[src/rtl/gpt_pkg.sv]
// Constants shared by the pin interrupt control block
package gpt_pkg;
  localparam int ADDR_W = 10;
  localparam int DATA_W = 16;
  localparam int STAGES = 12;
  localparam logic [9:0] LOW_EN_ADDR = 10'h005;
  localparam logic [9:0] HIGH_EN_ADDR = 10'h006;
  localparam logic [9:0] DONE_EN_ADDR = 10'h007;
  localparam logic [9:0] LOW_ST_ADDR = 10'h008;
  localparam logic [9:0] HIGH_ST_ADDR = 10'h009;
  localparam logic [9:0] DONE_ST_ADDR = 10'h00A;
  localparam int DIR_LSB = 12;
  localparam int TRIG_LSB = 14;
  localparam int PIN_EN_BIT = 12;
  localparam int PIN_ST_BIT = 12;
  localparam logic [1:0] DIR_OFF = 2'h0;
  localparam logic [1:0] DIR_IN = 2'h1;
  localparam logic [1:0] DIR_LOW = 2'h2;
  localparam logic [1:0] DIR_HIGH = 2'h3;
  localparam logic [1:0] TRIG_LOW_LVL = 2'h0;
  localparam logic [1:0] TRIG_RISE = 2'h1;
  localparam logic [1:0] TRIG_FALL = 2'h2;
  localparam logic [1:0] TRIG_HIGH_LVL = 2'h3;
  localparam logic [15:0] REG_RESET = 16'h0000;
endpackage

[src/rtl/gpt_trig_if.sv]
// Trigger mode and detector results between control and detector
`timescale 1ns/1ns
`default_nettype none
interface gpt_trig_if;
  logic [1:0] mode;
  logic evt;
  logic cond;
  modport det (input mode, output evt, output cond);
  modport ctl (output mode, input evt, input cond);
endinterface
`default_nettype wire

[src/rtl/gpt_trig_det.sv]
// Pin synchroniser with level and edge trigger detection
`timescale 1ns/1ns
`default_nettype none
module gpt_trig_det (
  input wire logic i_clk,
  input wire logic i_nrst,
  input wire logic i_pin,
  gpt_trig_if.det trig
);
  logic sync_a;
  logic sync_b;
  logic prev;
  wire rise = sync_b & ~prev;
  wire fall = ~sync_b & prev;

  // Two stages before any detection
  always_ff @(posedge i_clk or negedge i_nrst) begin
    if (!i_nrst) begin
      sync_a <= 1'b0;
      sync_b <= 1'b0;
      prev <= 1'b0;
    end else begin
      sync_a <= i_pin;
      sync_b <= sync_a;
      prev <= sync_b;
    end
  end

  always_comb begin
    unique case (trig.mode)
      gpt_pkg::TRIG_LOW_LVL: trig.evt = ~sync_b;
      gpt_pkg::TRIG_RISE: trig.evt = rise;
      gpt_pkg::TRIG_FALL: trig.evt = fall;
      gpt_pkg::TRIG_HIGH_LVL: trig.evt = sync_b;
    endcase
  end

  // Condition still present only for level modes
  assign trig.cond = (trig.mode == gpt_pkg::TRIG_LOW_LVL) ? ~sync_b :
                     (trig.mode == gpt_pkg::TRIG_HIGH_LVL) ? sync_b : 1'b0;
endmodule
`default_nettype wire

[src/rtl/gpt_pin_irq.sv]
// Pin direction, pin trigger and shared interrupt control
`timescale 1ns/1ns
`default_nettype none
//
// Operation
// - Pin may raise the interrupt only when direction field is 01.
// - Direction field in bits 13:12 of register 0x005; 00 disables pin.
// - Direction 10 drives pin low, 11 drives pin high.
// - Pin interrupt enable bit in register 0x007 allows or blocks it.
// - Pin flag in completion status register sets when pin raises interrupt.
// - Reading pin flag clears it only if trigger condition has gone.
// - Two-bit trigger select in register 0x005 picks input trigger mode.
// - Select 00: interrupt and flag held while pin low.
// - Select 01: interrupt on pin low-to-high transition only.
// - Select 10: interrupt on pin high-to-low transition only.
// - Select 11: interrupt and flag held while pin high.
// - Interrupt active low; status read clears it and releases output, except while a level trigger condition holds.
// - Completion, touch and pin sources merged, each with enable and status.
// - Low-limit enable register with pin fields sits at 0x005.
module gpt_pin_irq (
  input wire logic i_clk,
  input wire logic i_nrst,
  input wire logic i_reg_wr,
  input wire logic i_reg_rd,
  input wire logic [9:0] i_reg_addr,
  input wire logic [15:0] i_reg_wdata,
  output logic [15:0] o_reg_rdata,
  input wire logic [11:0] i_stage_done,
  input wire logic [11:0] i_stage_low,
  input wire logic [11:0] i_stage_high,
  input wire logic i_gpio_in,
  output logic o_gpio_out,
  output logic o_gpio_oe_n,
  output logic o_int_n
);
  logic [15:0] low_en;
  logic [15:0] high_en;
  logic [15:0] done_irq_allow_reg;
  logic [11:0] low_st;
  logic [11:0] high_st;
  logic low_chg;
  logic high_chg;
  logic [11:0] done_st;
  logic pin_flag;
  logic [11:0] done_src;

  gpt_trig_if trig ();

  gpt_trig_det u_det (
    .i_clk(i_clk),
    .i_nrst(i_nrst),
    .i_pin(i_gpio_in),
    .trig(trig)
  );

  // Register decode
  wire wr_low_en = i_reg_wr && (i_reg_addr == gpt_pkg::LOW_EN_ADDR);
  wire wr_high_en = i_reg_wr && (i_reg_addr == gpt_pkg::HIGH_EN_ADDR);
  wire wr_done_en = i_reg_wr && (i_reg_addr == gpt_pkg::DONE_EN_ADDR);
  wire rd_low_st = i_reg_rd && (i_reg_addr == gpt_pkg::LOW_ST_ADDR);
  wire rd_high_st = i_reg_rd && (i_reg_addr == gpt_pkg::HIGH_ST_ADDR);
  wire rd_done_st = i_reg_rd && (i_reg_addr == gpt_pkg::DONE_ST_ADDR);

  // Pin fields
  wire [1:0] pin_dir = low_en[gpt_pkg::DIR_LSB +: 2];
  wire pin_is_in = (pin_dir == gpt_pkg::DIR_IN);
  wire pin_allow = done_irq_allow_reg[gpt_pkg::PIN_EN_BIT];
  assign trig.mode = low_en[gpt_pkg::TRIG_LSB +: 2];
  wire pin_evt = pin_is_in && pin_allow && trig.evt;
  wire pin_cond = pin_is_in && pin_allow && trig.cond;

  // Touch sources
  wire [11:0] next_low_st = i_stage_low & low_en[11:0];
  wire [11:0] next_high_st = i_stage_high & high_en[11:0];

  // Completion sources
  assign done_src = i_stage_done & done_irq_allow_reg[11:0];

  // Read mux
  logic [15:0] rd_mux;
  always_comb begin
    rd_mux = 16'h0000;
    unique case (i_reg_addr)
      gpt_pkg::LOW_EN_ADDR: rd_mux = low_en;
      gpt_pkg::HIGH_EN_ADDR: rd_mux = high_en;
      gpt_pkg::DONE_EN_ADDR: rd_mux = done_irq_allow_reg;
      gpt_pkg::LOW_ST_ADDR: rd_mux = {4'h0, low_st};
      gpt_pkg::HIGH_ST_ADDR: rd_mux = {4'h0, high_st};
      gpt_pkg::DONE_ST_ADDR: rd_mux = {3'h0, pin_flag, done_st};
      default: rd_mux = 16'h0000;
    endcase
  end

  // Configuration registers
  always_ff @(posedge i_clk or negedge i_nrst) begin
    if (!i_nrst) begin
      low_en <= gpt_pkg::REG_RESET;
      high_en <= gpt_pkg::REG_RESET;
      done_irq_allow_reg <= gpt_pkg::REG_RESET;
    end else begin
      if (wr_low_en) begin
        low_en <= i_reg_wdata;
      end
      if (wr_high_en) begin
        high_en <= i_reg_wdata;
      end
      if (wr_done_en) begin
        done_irq_allow_reg <= i_reg_wdata;
      end
    end
  end

  // Read data
  always_ff @(posedge i_clk or negedge i_nrst) begin
    if (!i_nrst) begin
      o_reg_rdata <= 16'h0000;
    end else if (i_reg_rd) begin
      o_reg_rdata <= rd_mux;
    end
  end

  // Pin flag: set wins, read clears only once condition gone
  always_ff @(posedge i_clk or negedge i_nrst) begin
    if (!i_nrst) begin
      pin_flag <= 1'b0;
    end else if (pin_evt) begin
      pin_flag <= 1'b1;
    end else if (rd_done_st && !pin_cond) begin
      pin_flag <= 1'b0;
    end
  end

  // Completion status, per stage, set wins over read clear
  genvar g;
  generate
    for (g = 0; g < gpt_pkg::STAGES; g++) begin : g_done
      always_ff @(posedge i_clk or negedge i_nrst) begin
        if (!i_nrst) begin
          done_st[g] <= 1'b0;
        end else if (done_src[g]) begin
          done_st[g] <= 1'b1;
        end else if (rd_done_st) begin
          done_st[g] <= 1'b0;
        end
      end
    end
  endgenerate

  // Touch status and change flags
  always_ff @(posedge i_clk or negedge i_nrst) begin
    if (!i_nrst) begin
      low_st <= 12'h000;
      high_st <= 12'h000;
      low_chg <= 1'b0;
      high_chg <= 1'b0;
    end else begin
      low_st <= next_low_st;
      high_st <= next_high_st;
      if (next_low_st != low_st) begin
        low_chg <= 1'b1;
      end else if (rd_low_st || rd_high_st) begin
        low_chg <= 1'b0;
      end
      if (next_high_st != high_st) begin
        high_chg <= 1'b1;
      end else if (rd_low_st || rd_high_st) begin
        high_chg <= 1'b0;
      end
    end
  end

  // Shared interrupt, released on the status read edge
  wire next_pin_flag = pin_evt | (pin_flag & ~(rd_done_st & ~pin_cond));
  wire done_keep = |(done_src | (done_st & {12{~rd_done_st}}));
  wire touch_rd = rd_low_st | rd_high_st;
  wire touch_keep = (next_low_st != low_st) | (next_high_st != high_st) |
                    ((low_chg | high_chg) & ~touch_rd);
  always_ff @(posedge i_clk or negedge i_nrst) begin
    if (!i_nrst) begin
      o_int_n <= 1'b1;
    end else begin
      o_int_n <= ~(next_pin_flag | done_keep | touch_keep);
    end
  end

  // Pin driver
  always_ff @(posedge i_clk or negedge i_nrst) begin
    if (!i_nrst) begin
      o_gpio_out <= 1'b0;
      o_gpio_oe_n <= 1'b1;
    end else begin
      o_gpio_out <= (pin_dir == gpt_pkg::DIR_HIGH);
      o_gpio_oe_n <= ~((pin_dir == gpt_pkg::DIR_LOW) || (pin_dir == gpt_pkg::DIR_HIGH));
    end
  end
endmodule
`default_nettype wire

[config.mk]
export PLATFORM = sky130hd
export DESIGN_NAME = gpt_pin_irq
export DESIGN_NICKNAME = d
export VERILOG_FILES = /design/src/rtl/gpt_pkg.sv /design/src/rtl/gpt_trig_if.sv /design/src/rtl/gpt_trig_det.sv /design/src/rtl/gpt_pin_irq.sv
export SDC_FILE = /design/constraint.sdc
export NUM_CORES = 1
export LEC_CHECK = 0
export BUFFER_PORTS_ARGS = -buffer_cell sky130_fd_sc_hd__buf_2
export CAP_MARGIN = 20
export CORE_ASPECT_RATIO = 1.75
export CORE_MARGIN = 2
export CORE_UTILIZATION = 45
export DETAILED_ROUTE_END_ITERATION = 8
export GPL_ROUTABILITY_DRIVEN = 0
export GPL_TIMING_DRIVEN = 0
export PLACE_DENSITY_LB_ADDON = 0.12
export SLEW_MARGIN = 25
export SYNTH_ARGS = -nofsm -noshare
export SYNTH_HDL_FRONTEND = slang
export SYNTH_SLANG_ARGS = --single-unit
[constraint.sdc]
create_clock -name i_clk -period 1.4 [get_ports i_clk]
set_input_delay 0.35 -clock i_clk [delete_from_list [all_inputs] [get_ports i_clk]]
set_output_delay 0.35 -clock i_clk [all_outputs]
set_load 0.1 [all_outputs]
=== Word level (Yosys, flattened, before mapping) ===
Cells that the tools add are included.

* Input bits: 67
* Flip-flop bits (word level): 109
* Output and inout port bits: 19

* Mux-type cells: 22
* Equal/unequal tests: 14
* Bitwise operators: 25
* Reductions and logical operators: 30

{| class="wikitable"
|+ Operator list
! cell !! count
|-
| one-hot mux 16 bit (6 select lines) || 1
|-
| bitwise AND 12 bit || 4
|-
| equality test 10 x 3 -> 1 bit (second input constant) || 3
|-
| equality test 10 x 4 -> 1 bit (second input constant) || 3
|-
| nonzero test 2 bit || 15
|-
| != test 12 bit || 2
|-
| two-way mux 1 bit || 20
|-
| OR 12 bit || 1
|-
| OR reduction 12 bit || 1
|-
| logical AND 1 bit || 10
|-
| equality test 2 bit (second input constant) || 4
|-
| NOT 1 bit || 8
|-
| OR 1 bit || 7
|-
| bitwise AND 1 bit || 5
|-
| equality test 2 x 1 -> 1 bit (second input constant) || 2
|-
| one-hot mux 1 bit (4 select lines) || 1
|-
| zero test 2 bit || 1
|-
| logical OR 1 bit || 2
|-
| zero test 1 bit || 1
|}

=== Longest topological paths before layout ===
* Word-level depth: 12
* Gate-level depth with buffers: 8
* Mapped depth without buffers: 5

=== By module ===
Synthesis repeated with hierarchy kept, for this count alone.

* Cells, all modules: 407
* Area total of the unflattened synthesis: 4867.2 µm²

{| class="wikitable"
|+ Modules (own cells, without submodules)
! module !! area each (µm²) !! cells each !! times used !! sequential area each (µm²)
|-
| gpt_pin_irq || 4748.3 || 396 || 1 || 2655.0
|-
| gpt_trig_det || 118.9 || 11 || 1 || 75.1
|}

=== Worst setup path before layout ===
OpenSTA, ideal clock, no wires.

* Path type: input port to flip-flop
* Start point: input port i_reg_addr[5]
* End point: register low_en[10]
* Stages: 6
* Library setup time: 125 ps
* Path slack: -549 ps
* Path buffers: 2
* Arrival time: 1824 ps
* Cell sequence: nor4_4 -> nand4_4 -> nor3b_2 -> buf_6 -> buf_12 -> mux2_4

* Longest elaborated chain between the ends: 2

{| class="wikitable"
|+ RTL lines
! what !! RTL line !! source
|-
| start, declared || gpt_pin_irq.sv:25 || <nowiki>input wire logic [9:0] i_reg_addr,</nowiki>
|-
| equality test 10 x 3 -> 1 bit || gpt_pin_irq.sv:57 || <nowiki>wire wr_low_en = i_reg_wr && (i_reg_addr == gpt_pkg::LOW_EN_ADDR);</nowiki>
|-
| logical AND 1 bit || gpt_pin_irq.sv:57 ||
|-
| end signal, assigned || gpt_pin_irq.sv:97 || <nowiki>low_en <= gpt_pkg::REG_RESET;</nowiki>
|-
| end signal, assigned || gpt_pin_irq.sv:102 || <nowiki>low_en <= i_reg_wdata;</nowiki>
|-
| end, declared || gpt_pin_irq.sv:36 || <nowiki>logic [15:0] low_en;</nowiki>
|}

Every way passes these cells.
A chain may end at the register's enable or synchronous reset.

=== Worst setup path after layout ===
* Start point: input port i_reg_addr[6]
* End point: register low_en[11]

The elaborated chain is that of the path after synthesis.

==> results_dict.tcl <==
set metrics [dict create \
    grt_first_pass_wirelength_mm 21.7 \
    final_common_cell "dfrtp_1" \
    holdWs_ps 110 \
    clock_sink_count 109 \
    yosysTopAreaCell "dfrtp_1" \
    start_util 0.458 \
    die-area_um2 12100 \
    pwr-share-comb 0.118 \
    path_cells "buf_6, nor4_4, buf_4, nand4_4, nor3b_2, buf_6, buf_12, mux2_4" \
    grt_util_all_layers 0.239 \
    crit_arrival_ps 1840 \
    slew_viol_final 0 \
    numCtsBuffers 9 \
    outcome "complete, but fails checks" \
    max_freq_ghz 0.620 \
    clock-root-buffer "clkbuf_16" \
    sequentialPowerShare 0.486 \
    dr_wl_met3_um 478 \
    dr.pass1.iters 4 \
    worst_pin_slew_ps 709 \
    antenna_cells 0 \
    grt_pass1_vias 3939 \
    ys_types 42 \
    p_per_area_nw_per_um2 1000 \
    cp.required_ps 1630 \
    antenna_left 0 \
    setup_slack_ps -213 \
    p_clk_frac 0.396 \
    synth-seq-cells 109 \
    min_period_over_period 1.15 \
    grt_setup_unrepaired "true" \
    vdd_ir_drop_max_v 0.000688 \
    final_cell_mix "107 x dfrtp_1, 64 x buf_2, 48 x buf_4, 39 x nor2_1, 28 x mux2i_1" \
    p_leak_nw 3.25 \
    io_buffers 84 \
    violations "negative setup slack" \
    via_per_inst 5.49 \
    critPathKind "input pin to register" \
    min-delay-path-class "input pin to register" \
    slew_headroom 0.527 \
    skew_ps 3.66 \
    max_stage_delay_ps 300 \
    wirelength_mm 14.2 \
    maxCapViolations 0 \
    synth.top_cell.area_share 0.529 \
    power_switching_share 0.259 \
    grt-ovfl-total 0 \
    avgSynthCellArea_um2 12.3 \
    htreeDepth 3 \
    yosysWarnings 0 \
    critical-path-slowest-cell "mux2_4" \
    drtIter0Drc 171 \
    synthTopCellsByArea "dfrtp_1 53%, mux2_2 6.2%, mux2i_1 5.5%" \
    tritoncts "built" \
    top_layer "met4" \
    startpoint_type "input pin" \
    synth.net_count 477 \
    period_needed_ps 1610 \
    die_h_um 144 \
    cp_max_fo 8 \
    fin_nets 615 \
    p_int_mw 5.17 \
    drive_gt1_frac 0.474 \
    drc 0 \
    num_rows 51 \
    dr_wl_met2_mm 7.80 \
    crit_top_cell "buf_6" \
    area.growth.synth_to_final_pct 37.6 \
    postSynthCellCount 410 \
    wire_per_inst_um 20.8 \
    reg2reg_slack_ps -200 \
    hold_violations 0 \
    p_switching_mw 1.80 \
    dp_hpwl_mm 9.99 \
    wl_met1_mm 5.56 \
    setup_viol 59 \
    floorplan.io_pins 86 \
    core_area_um2 11000 \
    worstSkewPairLatency_ps 340 \
    grt_antenna_before_repair 0 \
    cts.clk_slew.worst_paths_ps 70 \
    vias 3763 \
    grt_max_degree 78 \
    syn_area_um2 5060 \
    fin_util 0.631 \
    clock_path_buffers 2 \
    die_w_um 84.1 \
    ys_seq_area_frac 0.540 \
    cp-end-kind "register" \
]
-- synth_stat cells (all sizes together) --
cell     count
mux2        46
nand4       10
nand3        5
and4         1
buf          8
and2        26
nand2        8
dfrtp      107
a22oi       15
a21bo        1
inv          7
a222oi       1
o22ai       16
nor2        41
o2111ai      1
clkbuf      10
or3          2
dfstp        2
mux2i       28
a21o         2
nor3         1
nand4b       1
nor2b        4
xnor2       24
nor4         5
nor4bb       1
o22a         1
a21oi       16
o21ai        4
a22o        14
nor3b        2
-- metal layers --
metal	GRT usage	vias up
met4	0.104	0
met3	0.0365	25
met2	0.428	99
li1	-	1749
met5	0	-
met1	0.284	1890
-- per-stage QoR --
step	TNS [ps]	area (um^2)	setup slack, ps	cells	power, mW
final	-7210	6960	-213	685	6.97
after global routing	-10610	6960	-267	685	7.23
after CTS	-4880	6740	-190	675	7.00
after detailed placement	-55580	5740	-922	627	4.17
after global placement	-190640	5710	-1260	626	4.15
after floorplan	-22460	5120	-516	410	3.84
-- cell type report --
cell class | instances | area [um^2]
fillers | 877 | 4080
clock inverters | 7 | 98.8
flip-flops and latches | 109 | 2730
inverters | 7 | 26.3
clock buffers | 9 | 225
well taps | 132 | 165
multi-input cells | 276 | 2560
repair buffers | 128 | 977
plain buffers | 17 | 176
-- critical path, delay by kind of cell --
kind | cells | cell delay (ps)
mux | 1 | 300
simple gates | 3 | 580
buf+inv | 4 | 610
-- final timing paths --
path                                              startpoint                                 to  cells past startpoint
max                                            i_reg_addr[6]             low_en[11]$_DFFE_PN0P_                      8
max in group asynchronous                             i_nrst  done_irq_allow_reg[9]$_DFFE_PN0P_                      3
min                                                i_gpio_in             u_det.sync_a$_DFF_PN0_                      1
max reg2reg                done_irq_allow_reg[9]$_DFFE_PN0P_                  o_int_n$_DFF_PN1_                      5
min reg2reg                           u_det.sync_a$_DFF_PN0_             u_det.sync_b$_DFF_PN0_                      0
min in group asynchronous                             i_nrst               high_st[1]$_DFF_PN0_                      2
-- power by group through the flow --
stage | registers (mW) | clock network, mW | logic, mW
final | 3.39 | 2.76 | 0.824
after global routing | 3.40 | 2.96 | 0.879
after CTS | 3.38 | 2.80 | 0.813
after detailed placement | 3.44 | 0 | 0.732
after global placement | 3.44 | 0 | 0.708
after floorplan | 3.58 | 0 | 0.261
-- kinds of logic (layout without fill, tap and decap cells) --
| group | after synthesis | after routing | share of synthesized area |
|---|---|---|---|
| multiplexers | 74 | 74 | 0.171 |
| XOR/XNOR | 24 | 24 | 0.0416 |
| AO/OA/AOI/OAI | 71 | 71 | 0.0965 |
| AND/OR/NAND/NOR | 107 | 107 | 0.124 |
| buffers and inverters | 25 | 168 | 0.0270 |
| flip-flops | 109 | 109 | 0.540 |
-- repair_timing --
action                     in CTS  in global routing
hold buffers                    1                  0
setup endpoints to repair      99                 80
setup buffers                  31                  9
hold endpoints to repair       31                  0
gates resized for setup        88                 24
gates cloned                    1                  2
pin swaps                      25                 16
No activity file was read; power rests on OpenSTA's default activity.
